--- src/hw/ssc_pkg.sv ---
// Package: constants and types of the servo stop and I/O control block
package ssc_pkg;
    // Register offsets (byte addresses)
    localparam logic [7:0] OFF_STOP_CTRL = 8'h00;
    localparam logic [7:0] OFF_STOP_POS = 8'h04;
    localparam logic [7:0] OFF_IO_CTRL = 8'h08;
    localparam logic [7:0] OFF_STATUS = 8'h0C;
    localparam logic [7:0] OFF_IRQ_STAT = 8'h10;
    localparam logic [7:0] OFF_IRQ_MASK = 8'h14;
    localparam logic [7:0] OFF_ERR_LIMIT = 8'h18;
    localparam logic [7:0] OFF_PATH_CNT = 8'h1C;
    localparam logic [7:0] OFF_ACT_POS = 8'h20;
    // I/O control field positions
    localparam int IO_BRAKE_SEL_BIT = 0;
    localparam int IO_BRAKE_LVL_BIT = 1;
    localparam int IO_TIMEBASE_BIT = 6;
    localparam int IO_COUNT_LSB = 16;
    localparam int PATH_CNT_W = 15;
    // Status byte bit positions
    localparam int ST_SERVO_BIT = 0;
    localparam int ST_VEL_BIT = 1;
    localparam int ST_TRACK_BIT = 2;
    localparam int ST_POWER_BIT = 3;
    localparam int ST_POSERR_BIT = 4;
    localparam int ST_REV_BIT = 5;
    localparam int ST_FWD_BIT = 6;
    localparam int ST_BRAKE_BIT = 7;
    // Interrupt event bit positions
    localparam int IRQ_W = 3;
    localparam int EV_POSERR = 0;
    localparam int EV_POINT = 1;
    localparam int EV_STOP = 2;
    // Values after reset
    localparam logic [15:0] RST_ERR_LIMIT = 16'h3FFF;
    localparam logic [14:0] RST_PATH_CNT = 15'h0000;
    localparam logic [2:0] RST_IRQ_MASK = 3'h0;
    // Servo tick timing
    localparam int CLK_PERIOD_NS = 20;
    localparam int SERVO_TICK_NS = 51200;
    localparam int SERVO_TICK_CYC = SERVO_TICK_NS / CLK_PERIOD_NS;
    localparam int SYNC_STAGES = 3;

    // Stop control byte layout
    typedef struct packed {
        logic [2:0] unused;
        logic stop_here;
        logic smooth;
        logic abrupt;
        logic motor_off;
        logic power_en;
    } ssc_stop_ctrl_type;

    // Commands towards the servo loop and profiler
    typedef struct packed {
        logic servo_en;
        logic pwm_zero;
        logic vel_mode;
        logic cmd_vel_zero;
        logic goal_vel_zero;
        logic pos_load;
        logic [31:0] goal_pos;
    } ssc_motion_type;

    typedef enum logic [3:0] {
        MD_OFF = 4'h1,
        MD_PROFILE = 4'h2,
        MD_VELOCITY = 4'h4,
        MD_TRACK = 4'h8
    } ssc_mode_type;
endpackage

--- src/hw/ssc_path_timer.sv ---
// Path point timer: spaces path points by counter times servo tick
`timescale 1ns/1ps
module ssc_path_timer #(
    parameter int CNT_W = ssc_pkg::PATH_CNT_W
) (
    input wire logic i_clk,
    input wire logic i_rst,
    input wire logic i_ce,
    input wire logic i_tick,
    input wire logic i_load,
    input wire logic [CNT_W-1:0] i_limit,
    output logic o_point
);
    logic [CNT_W-1:0] cnt_q;

    // Count ticks; a zero limit stalls the path point stream
    always_ff @(posedge i_clk) begin
        if (i_rst || (i_ce && i_load)) begin
            cnt_q <= '0;
            o_point <= 1'b0;
        end else if (i_ce) begin
            o_point <= 1'b0;
            if (i_tick && i_limit != '0) begin
                if (cnt_q + CNT_W'(1) >= i_limit) begin // [RL14]
                    cnt_q <= '0;
                    o_point <= 1'b1;
                end else begin
                    cnt_q <= cnt_q + CNT_W'(1);
                end
            end
        end
    end
endmodule

--- src/hw/ssc_tick_gen.sv ---
// Servo tick generator: one-cycle pulse every servo tick period
`timescale 1ns/1ps
module ssc_tick_gen #(
    parameter int TICK_CYC = ssc_pkg::SERVO_TICK_CYC
) (
    input wire logic i_clk,
    input wire logic i_rst,
    input wire logic i_ce,
    output logic o_tick
);
    logic [15:0] cnt_q;

    // Free-running divider, frozen by the clock enable
    always_ff @(posedge i_clk) begin
        if (i_rst) begin
            cnt_q <= 16'h0000;
            o_tick <= 1'b0;
        end else if (i_ce) begin
            if (cnt_q == 16'(TICK_CYC - 1)) begin
                cnt_q <= 16'h0000;
                o_tick <= 1'b1;
            end else begin
                cnt_q <= cnt_q + 16'h0001;
                o_tick <= 1'b0;
            end
        end
    end
endmodule

--- src/hw/ssc_top.sv ---
// Servo stop-motor and I/O control command block with register port
// Notes on behaviour
// RL1 - Stop byte bit 0 enables the power stage, clear disables it.
// RL2 - Power enable changes how power-on and both limit bits report.
// RL3 - Motor-off disables servo, zeroes PWM, ignores other stop bits.
// RL4 - Abrupt stop zeroes command and goal velocity in velocity mode.
// RL5 - Abrupt stop holds the present position with no ramp.
// RL6 - Smooth stop zeroes goal velocity and enters velocity mode.
// RL7 - Stop-here commands the supplied position with no profiling.
// RL8 - A jump beyond the error limit raises the position error.
// RL9 - The host sets at most one of the four stopping-method bits.
// RL10 - The host sends a stop command before any other motion.
// RL11 - Brake select picks device status or manual level for brake.
// RL12 - Manual brake follows the level bit, else that bit is unused.
// RL13 - Time-base bit loads the path counter, range 0 to 7FFF.
// RL14 - Path points are spaced by counter times the servo tick.
// RL15 - Stopping position accompanies only the stop-here bit.
// RL16 - Unused I/O control bits are ignored by the device.
//
// Local design decisions: the address map and the strobed register port.
`timescale 1ns/1ps
module ssc_top #(
    parameter int TICK_CYC = ssc_pkg::SERVO_TICK_CYC,
    parameter int LIM_W = 16
) (
    input wire logic i_clk,
    input wire logic i_rst,
    input wire logic i_ce,
    input wire logic [7:0] i_addr,
    input wire logic [31:0] i_wdata,
    input wire logic i_wr,
    input wire logic i_rd,
    output logic [31:0] o_rdata,
    input wire logic [31:0] i_actual_pos,
    input wire logic i_profile_start,
    input wire logic i_status_brake,
    input wire logic i_limit_rev,
    input wire logic i_limit_fwd,
    input wire logic i_supply_ok,
    output ssc_pkg::ssc_motion_type o_motion,
    output logic o_power_stage_enable,
    output logic o_brake,
    output logic o_path_point,
    output logic o_servo_tick,
    output logic o_irq
);
    ////////////////////////////////////////////////////////////////////
    // Declarations
    ssc_pkg::ssc_stop_ctrl_type stop_cmd;
    ssc_pkg::ssc_mode_type mode_q;
    logic [31:0] stop_pos_q;
    logic power_en_q;
    logic brake_sel_q;
    logic brake_lvl_q;
    logic [ssc_pkg::PATH_CNT_W-1:0] path_cnt_q;
    logic [LIM_W-1:0] err_limit_q;
    logic [ssc_pkg::IRQ_W-1:0] irq_stat_q;
    logic [ssc_pkg::IRQ_W-1:0] irq_mask_q;
    logic [ssc_pkg::IRQ_W-1:0] irq_ev;
    logic [2:0] pin_raw;
    logic [2:0] pin_s1_q;
    logic [2:0] pin_s2_q;
    logic [2:0] pin_s3_q;
    logic [2:0] pin_q;
    logic [7:0] status_byte;
    logic stop_wr;
    logic io_wr;
    logic tb_load;
    logic jump_err;
    logic [32:0] pos_diff;
    logic [32:0] pos_abs;
    logic poserr_q;
    logic poserr_prev_q;

    // Register write decode, shared by every write path
    function automatic logic wr_hit(input logic [7:0] off);
        wr_hit = i_ce && i_wr && (i_addr == off);
    endfunction

    assign stop_cmd = ssc_pkg::ssc_stop_ctrl_type'(i_wdata[7:0]);
    assign stop_wr = wr_hit(ssc_pkg::OFF_STOP_CTRL);
    assign io_wr = wr_hit(ssc_pkg::OFF_IO_CTRL);
    assign tb_load = io_wr && i_wdata[ssc_pkg::IO_TIMEBASE_BIT]; // [RL13]

    ////////////////////////////////////////////////////////////////////
    // Pin synchronisers: three stages, change accepted once 2 and 3 agree
    assign pin_raw = {i_supply_ok, i_limit_fwd, i_limit_rev};
    generate
        for (genvar g = 0; g < 3; g++) begin : g_sync
            always_ff @(posedge i_clk) begin
                if (i_rst) begin
                    pin_s1_q[g] <= 1'b0;
                    pin_s2_q[g] <= 1'b0;
                    pin_s3_q[g] <= 1'b0;
                    pin_q[g] <= 1'b0;
                end else if (i_ce) begin
                    pin_s1_q[g] <= pin_raw[g];
                    pin_s2_q[g] <= pin_s1_q[g];
                    pin_s3_q[g] <= pin_s2_q[g];
                    if (pin_s2_q[g] == pin_s3_q[g]) begin
                        pin_q[g] <= pin_s3_q[g];
                    end
                end
            end
        end
    endgenerate

    ////////////////////////////////////////////////////////////////////
    // Stopping position and error limit storage
    always_ff @(posedge i_clk) begin
        if (i_rst) begin
            stop_pos_q <= 32'h00000000;
            err_limit_q <= LIM_W'(ssc_pkg::RST_ERR_LIMIT);
        end else begin
            if (wr_hit(ssc_pkg::OFF_STOP_POS)) begin
                stop_pos_q <= i_wdata; // [RL15]
            end
            if (wr_hit(ssc_pkg::OFF_ERR_LIMIT)) begin
                err_limit_q <= i_wdata[LIM_W-1:0];
            end
        end
    end

    // Power stage enable; off after reset until a stop command lands
    always_ff @(posedge i_clk) begin
        if (i_rst) begin
            power_en_q <= 1'b0; // [RL10]
        end else if (stop_wr) begin
            power_en_q <= stop_cmd.power_en; // [RL1]
        end
    end
    assign o_power_stage_enable = power_en_q;

    ////////////////////////////////////////////////////////////////////
    // Jump size check; 33 bits so a full-range difference cannot wrap
    assign pos_diff = {stop_pos_q[31], stop_pos_q}
        - {i_actual_pos[31], i_actual_pos};
    assign pos_abs = pos_diff[32] ? (33'h000000000 - pos_diff) : pos_diff;
    assign jump_err = pos_abs > {17'h00000, 16'(err_limit_q)}; // [RL8]

    // Servo mode; motor-off outranks abrupt, smooth, then stop-here
    always_ff @(posedge i_clk) begin
        if (i_rst) begin
            mode_q <= ssc_pkg::MD_OFF;
        end else if (i_ce) begin
            if (stop_wr && stop_cmd.motor_off) begin
                mode_q <= ssc_pkg::MD_OFF; // [RL3]
            end else if (stop_wr && stop_cmd.abrupt) begin
                mode_q <= ssc_pkg::MD_VELOCITY; // [RL4]
            end else if (stop_wr && stop_cmd.smooth) begin
                mode_q <= ssc_pkg::MD_VELOCITY; // [RL6]
            end else if (stop_wr && stop_cmd.stop_here) begin
                mode_q <= ssc_pkg::MD_TRACK; // [RL7]
            end else if (i_profile_start && mode_q != ssc_pkg::MD_OFF) begin
                mode_q <= ssc_pkg::MD_PROFILE;
            end
        end
    end

    // Motion command outputs; zero and load strobes last one cycle
    always_ff @(posedge i_clk) begin
        if (i_rst) begin
            o_motion.cmd_vel_zero <= 1'b0;
            o_motion.goal_vel_zero <= 1'b0;
            o_motion.pos_load <= 1'b0;
            o_motion.goal_pos <= 32'h00000000;
        end else if (i_ce) begin
            o_motion.cmd_vel_zero <= 1'b0;
            o_motion.goal_vel_zero <= 1'b0;
            o_motion.pos_load <= 1'b0;
            if (stop_wr && !stop_cmd.motor_off) begin
                if (stop_cmd.abrupt) begin
                    o_motion.cmd_vel_zero <= 1'b1; // [RL4]
                    o_motion.goal_vel_zero <= 1'b1; // [RL4]
                    o_motion.goal_pos <= i_actual_pos; // [RL5]
                    o_motion.pos_load <= 1'b1; // [RL5]
                end else if (stop_cmd.smooth) begin
                    o_motion.goal_vel_zero <= 1'b1; // [RL6]
                end else if (stop_cmd.stop_here) begin
                    o_motion.goal_pos <= stop_pos_q; // [RL7]
                    o_motion.pos_load <= 1'b1; // [RL7]
                end
            end
        end
    end

    // Mode decode to loop controls, one cycle after the mode register
    always_ff @(posedge i_clk) begin
        if (i_rst) begin
            o_motion.servo_en <= 1'b0;
            o_motion.vel_mode <= 1'b0;
        end else if (i_ce) begin
            unique case (mode_q)
                ssc_pkg::MD_OFF: begin
                    o_motion.servo_en <= 1'b0;
                    o_motion.vel_mode <= 1'b0;
                end
                ssc_pkg::MD_VELOCITY: begin
                    o_motion.servo_en <= 1'b1;
                    o_motion.vel_mode <= 1'b1;
                end
                ssc_pkg::MD_PROFILE, ssc_pkg::MD_TRACK: begin
                    o_motion.servo_en <= 1'b1;
                    o_motion.vel_mode <= 1'b0;
                end
            endcase
        end
    end

    // PWM is forced to zero whenever the mode register holds MD_OFF
    always_comb begin
        o_motion.pwm_zero = (mode_q == ssc_pkg::MD_OFF); // [RL3]
    end

    ////////////////////////////////////////////////////////////////////
    // I/O control: only select, level, time-base and path count bits are looked at
    always_ff @(posedge i_clk) begin
        if (i_rst) begin
            brake_sel_q <= 1'b0;
            brake_lvl_q <= 1'b0;
            path_cnt_q <= ssc_pkg::RST_PATH_CNT;
        end else if (io_wr) begin
            brake_sel_q <= i_wdata[ssc_pkg::IO_BRAKE_SEL_BIT]; // [RL16]
            brake_lvl_q <= i_wdata[ssc_pkg::IO_BRAKE_LVL_BIT]; // [RL16]
            if (tb_load) begin
                path_cnt_q <= i_wdata[ssc_pkg::IO_COUNT_LSB +:
                    ssc_pkg::PATH_CNT_W]; // [RL13]
            end
        end
    end

    // Brake out: device status or the manual level
    always_ff @(posedge i_clk) begin
        if (i_rst) begin
            o_brake <= 1'b0;
        end else if (i_ce) begin
            o_brake <= brake_sel_q ? brake_lvl_q // [RL12]
                                   : i_status_brake; // [RL11]
        end
    end

    ssc_tick_gen #(
        .TICK_CYC(TICK_CYC)
    ) u_tick (
        .i_clk(i_clk),
        .i_rst(i_rst),
        .i_ce(i_ce),
        .o_tick(o_servo_tick)
    );

    ssc_path_timer #(
        .CNT_W(ssc_pkg::PATH_CNT_W)
    ) u_path (
        .i_clk(i_clk),
        .i_rst(i_rst),
        .i_ce(i_ce),
        .i_tick(o_servo_tick),
        .i_load(tb_load),
        .i_limit(path_cnt_q),
        .o_point(o_path_point)
    );

    ////////////////////////////////////////////////////////////////////
    // Status byte; limits and power read zero while the stage is off
    always_comb begin
        status_byte = 8'h00;
        status_byte[ssc_pkg::ST_SERVO_BIT] = o_motion.servo_en;
        status_byte[ssc_pkg::ST_VEL_BIT] = o_motion.vel_mode;
        status_byte[ssc_pkg::ST_TRACK_BIT] = (mode_q == ssc_pkg::MD_TRACK);
        status_byte[ssc_pkg::ST_POWER_BIT] = power_en_q & pin_q[2]; // [RL2]
        status_byte[ssc_pkg::ST_POSERR_BIT] = poserr_q;
        status_byte[ssc_pkg::ST_REV_BIT] = power_en_q & pin_q[0]; // [RL2]
        status_byte[ssc_pkg::ST_FWD_BIT] = power_en_q & pin_q[1]; // [RL2]
        status_byte[ssc_pkg::ST_BRAKE_BIT] = o_brake;
    end

    // Sticky position error in the status byte; cleared by motor-off
    always_ff @(posedge i_clk) begin
        if (i_rst) begin
            poserr_q <= 1'b0;
        end else if (i_ce) begin
            if (stop_wr && stop_cmd.stop_here && !stop_cmd.motor_off
                && !stop_cmd.abrupt && !stop_cmd.smooth && jump_err) begin
                poserr_q <= 1'b1; // [RL8]
            end else if (stop_wr && stop_cmd.motor_off) begin
                poserr_q <= 1'b0;
            end
        end
    end

    ////////////////////////////////////////////////////////////////////
    // Previous error flag, so the event fires on its rise only
    always_ff @(posedge i_clk) begin
        if (i_rst) begin
            poserr_prev_q <= 1'b0;
        end else if (i_ce) begin
            poserr_prev_q <= poserr_q;
        end
    end

    // Interrupt events; a set in the clearing cycle wins
    assign irq_ev[ssc_pkg::EV_POSERR] = poserr_q & ~poserr_prev_q;
    assign irq_ev[ssc_pkg::EV_POINT] = o_path_point;
    assign irq_ev[ssc_pkg::EV_STOP] = stop_wr;

    always_ff @(posedge i_clk) begin
        if (i_rst) begin
            irq_stat_q <= '0;
            irq_mask_q <= ssc_pkg::RST_IRQ_MASK;
        end else if (i_ce) begin
            if (wr_hit(ssc_pkg::OFF_IRQ_MASK)) begin
                irq_mask_q <= i_wdata[ssc_pkg::IRQ_W-1:0];
            end
            if (wr_hit(ssc_pkg::OFF_IRQ_STAT)) begin
                irq_stat_q <= (irq_stat_q & ~i_wdata[ssc_pkg::IRQ_W-1:0])
                    | irq_ev;
            end else begin
                irq_stat_q <= irq_stat_q | irq_ev;
            end
        end
    end
    assign o_irq = |(irq_stat_q & irq_mask_q);

    // Read data stands only in the cycle after the strobe
    always_ff @(posedge i_clk) begin
        if (i_rst) begin
            o_rdata <= 32'h00000000;
        end else if (i_ce) begin
            o_rdata <= 32'h00000000;
            if (i_rd) begin
                case (i_addr)
                    ssc_pkg::OFF_STOP_POS: o_rdata <= stop_pos_q;
                    ssc_pkg::OFF_IO_CTRL: o_rdata <= {1'b0, path_cnt_q,
                        14'h0000, brake_lvl_q, brake_sel_q};
                    ssc_pkg::OFF_STATUS: o_rdata <= {24'h000000,
                        status_byte};
                    ssc_pkg::OFF_IRQ_STAT: o_rdata <= 32'(irq_stat_q);
                    ssc_pkg::OFF_IRQ_MASK: o_rdata <= 32'(irq_mask_q);
                    ssc_pkg::OFF_ERR_LIMIT: o_rdata <= 32'(err_limit_q);
                    ssc_pkg::OFF_PATH_CNT: o_rdata <= 32'(path_cnt_q);
                    ssc_pkg::OFF_ACT_POS: o_rdata <= i_actual_pos;
                    default: o_rdata <= {31'h00000000, power_en_q};
                endcase
            end
        end
    end
endmodule

--- config.mk ---
export PLATFORM = sky130hd
export DESIGN_NAME = ssc_top
export DESIGN_NICKNAME = d
export VERILOG_FILES = /design/src/hw/ssc_pkg.sv /design/src/hw/ssc_path_timer.sv /design/src/hw/ssc_tick_gen.sv /design/src/hw/ssc_top.sv
export SDC_FILE = /design/constraint.sdc
export NUM_CORES = 1
export LEC_CHECK = 0
export BUFFER_PORTS_ARGS = -buffer_cell sky130_fd_sc_hd__buf_2
export CAP_MARGIN = 20
export CELL_PAD_IN_SITES_DETAIL_PLACEMENT = 1
export CELL_PAD_IN_SITES_GLOBAL_PLACEMENT = 1
export CORE_MARGIN = 1
export CORE_UTILIZATION = 47
export DETAILED_ROUTE_END_ITERATION = 10
export PLACE_DENSITY_LB_ADDON = 0.1
export SLEW_MARGIN = 20
export SYNTH_ARGS = -nofsm -noshare
export SYNTH_HDL_FRONTEND = slang
export SYNTH_SLANG_ARGS = --single-unit
--- constraint.sdc ---
create_clock -name i_clk -period 9.72 [get_ports i_clk]
set_clock_uncertainty 0.15 [all_clocks]
set_input_delay 1.944 -clock i_clk [delete_from_list [all_inputs] [get_ports i_clk]]
set_output_delay 1.944 -clock i_clk [all_outputs]
set_load 0.05 [all_outputs]
==> flow_summary.toml <==
[status]
status = "completed"

[pwr]
finalPower_mw = 1.68
ir_drop_mv = 0.125
p_per_area_nw_per_um2 = 123
power_leakage_nw = 5.56

[worst_setup_path]
cp-start-kind = "input pin"
critPathArrivalTime_ns = 7.10
crit_required_ns = 9.90
cp_max_fo = 22
cp-end-kind = "flip-flop"
setup.reg_to_reg.worst_slack_ns = 4.08
crit_type = "input pin to flip-flop"

[clocking]
worstSkewPairLatency_ns = 0.45
postCtsSetupBuffers = 0
post_cts_resized = 0
cts.reportedPaths.clkPinSlew_ns = 0.08
cts.sinks = 193
cts.htree.levels = 4
clk_path_buf_depth = 2
cts_tree = "built"
cts_root_buffer = "clkbuf_16"
cts_buffers = 17
hold_buffers = 0

[placement]
io_buffers = 156
dpl.cell_count = 1990
dp_hpwl_um = 33600
dpl_worst_slack_ns = 2.43
gp_congestion = 0.969

[sta]
setup_violations = 0
period_share_pct = 71.2
slew_violations = 0
setup_tns_ns = 0
hold_viol = 0
min_period_ns = 6.92
fmax_ghz = 0.144
slew_headroom_pct = 31.1
rsz0062_at_grt = "false"
setup_ws_ns = 2.80
worstMarginPinSlew_ns = 1.03

[global_route]
grt_overflow = 0
grt_pass1_wl_um = 70700
grt_start_max_net_pins = 90
grt_util_all_layers_pct = 34.5
antenna_found_initial = 6
grt_pass1_vias = 12800

[floorplan]
die_h_um = 163
die_w_um = 163
initial_core_util_pct = 48.1
coreArea_um2 = 25300
io_pins = 157
rows = 58
die-area_um2 = 26500

[synth]
synthFlopType = "dfxtp_1"
async_flop_share_pct = 0
synth.yosys.warnings = 0
syn_inst = 1581
yosysTopAreaCell = "dfxtp_1"
synth-edff-count = 0
synth_top_cell_area_share_pct = 31.8
synth_seq_cells = 193
avgSynthCellArea_um2 = 7.68
ys_seq_area_share_pct = 31.8
netlist_top_cells_area = "dfxtp_1, nand2_1, ha_1"
synthesis.area_um2 = 12100
synth.distinct_cells = 87
synth_nets = 1730

[routing]
routedWlPerCell_um = 22.4
vias = 12700
wl_um = 45500
drt_iter0_drc = 1114
detail_route.vias_per_cell = 6.26
firstDrtPassIters = 7
detail-route-antenna-nets = 0
drc_errors = 0

[cells_and_area]
fin_util_pct = 54.1
final_net_count = 1828
drive_gt1_share_pct = 13.8
layout_commonest_cell = "nand2_1"
final_cell_mix = "nand2_1, dfxtp_1, nor2_1, buf_2, a21oi_1"
fin_cells = 2026
syn_to_final_growth_pct = 12.5

[run]
maxCapViolCount = 0

[hold_path]
hold_path_class = "flip-flop to flip-flop"
-- area by class of cell --
| class | instances | area, µm² |
|---|---|---|
| diodes | 4 | 10.0 |
| well taps | 330 | 413 |
| multi-input cells | 1222 | 7630 |
| fillers | 3213 | 11600 |
| repair buffers | 167 | 866 |
| inverters | 78 | 293 |
| flip-flops and latches | 193 | 3860 |
| clock inverters | 14 | 160 |
| clock buffers | 18 | 429 |
-- state kept, by name, indices dropped and copies added (netlist names) --
name,flops
pin_s3_q,3
pin_q,3
mode_q,4
o_brake,1
u_tick.o_tick,1
err_limit_q,16
poserr_q,1
brake_lvl_q,1
u_tick.cnt_q,16
o_motion,37
path_cnt_q,15
irq_mask_q,3
o_rdata,32
o_power_stage_enable,1
u_path.o_point,1
u_path.cnt_q,15
stop_pos_q,32
irq_stat_q,3
pin_s1_q,3
pin_s2_q,3
brake_sel_q,1
poserr_prev_q,1
-- worst max-delay path: stages --
cell       delay [ns]
buf_2            0.12
inv_1            0.05
ha_1             0.45
a21oi_2          0.37
nand2_1          0.12
o211a_1          0.22
a211o_1          0.43
a221oi_4         0.31
o2111ai_2        0.15
nand2_1          0.58
o21ai_0          0.24
xnor2_1          0.18
ha_1             0.32
a21oi_1          0.15
nor2_1           0.05
nor2_1           0.07
a21boi_0         0.08
o21ai_0          0.16
nand2_1          0.07
a21oi_1          0.15
o221ai_1         0.11
a211oi_1         0.22
o211a_1          0.17
nand4_1          0.10
o31a_1           0.25
-- routing by layer --
metal / up-vias / routed length (µm) / track usage [%]
met1: 6278 / 19400 / 43.4
met4: 0 / 1810 / 15.5
met3: 104 / 3000 / 6.82
met5: - / 0 / 0
li1: 5892 / - / -
met2: 417 / 21300 / 56.8
-- path summary, 6_finish.rpt --
check	cells past startpoint	to	start
setup / recovery	25	poserr_q	i_actual_pos[7]
hold / removal	2	pin_q[2]	pin_s3_q[2]
setup reg to reg	25	poserr_q	stop_pos_q[0]
hold reg to reg	2	pin_q[2]	pin_s3_q[2]
-- stage by stage --
| stage | hold WS (ns) | area, µm² |
|---|---|---|
| 2_1_floorplan | 0.286 | 12100 |
| 3_3_place_gp | 0.294 | 13100 |
| 3_5_place_dp | 0.306 | 13100 |
| 4_1_cts | 0.319 | 13700 |
| 5_1_grt | 0.341 | 13700 |
| 6_report | 0.315 | 13700 |
-- Yosys cell counts (6+ instances only) --
cell type  count
o21ai_0       47
nor2_1       181
or3_1         10
a31oi_1       13
nor3_1        31
mux2i_1       17
dfxtp_1      193
nand3_1       36
xor2_1        32
xnor2_1       27
a22oi_1       67
a21o_1        20
a211oi_1      43
clkbuf_1      73
a222oi_1      18
a21oi_1      143
ha_1          66
nand4_1       22
o211ai_1      11
nor2b_1        9
nand3b_1      27
nor4_1        16
buf_2          6
nand2b_1      18
and3_1        14
inv_1         77
nand2_1      228
-- kinds of logic (layout without fill, tap and decap cells) --
group                    count (synthesis)  in the layout  share of synthesized area (%)
flip-flops                             193            193                           31.8
adder cells (fa/ha/maj)                 67             67                           6.97
buffers and inverters                  166            277                           5.50
XOR/XNOR                                60             60                           4.39
AND/OR/NAND/NOR                        629            629                           24.3
AO/OA/AOI/OAI                          445            445                           25.3
other                                    0              4                              0
multiplexers                            21             21                           1.77
-- power breakdown --
group | switching (mW) | leakage (nW) | internal, mW
Combinational | 0.112 | 3.72 | 0.0588
Clock | 0.371 | 0.284 | 0.346
Sequential | 0.00271 | 1.56 | 0.793
Total | 0.486 | 5.56 | 1.20
(Power assumes the default switching activity.)
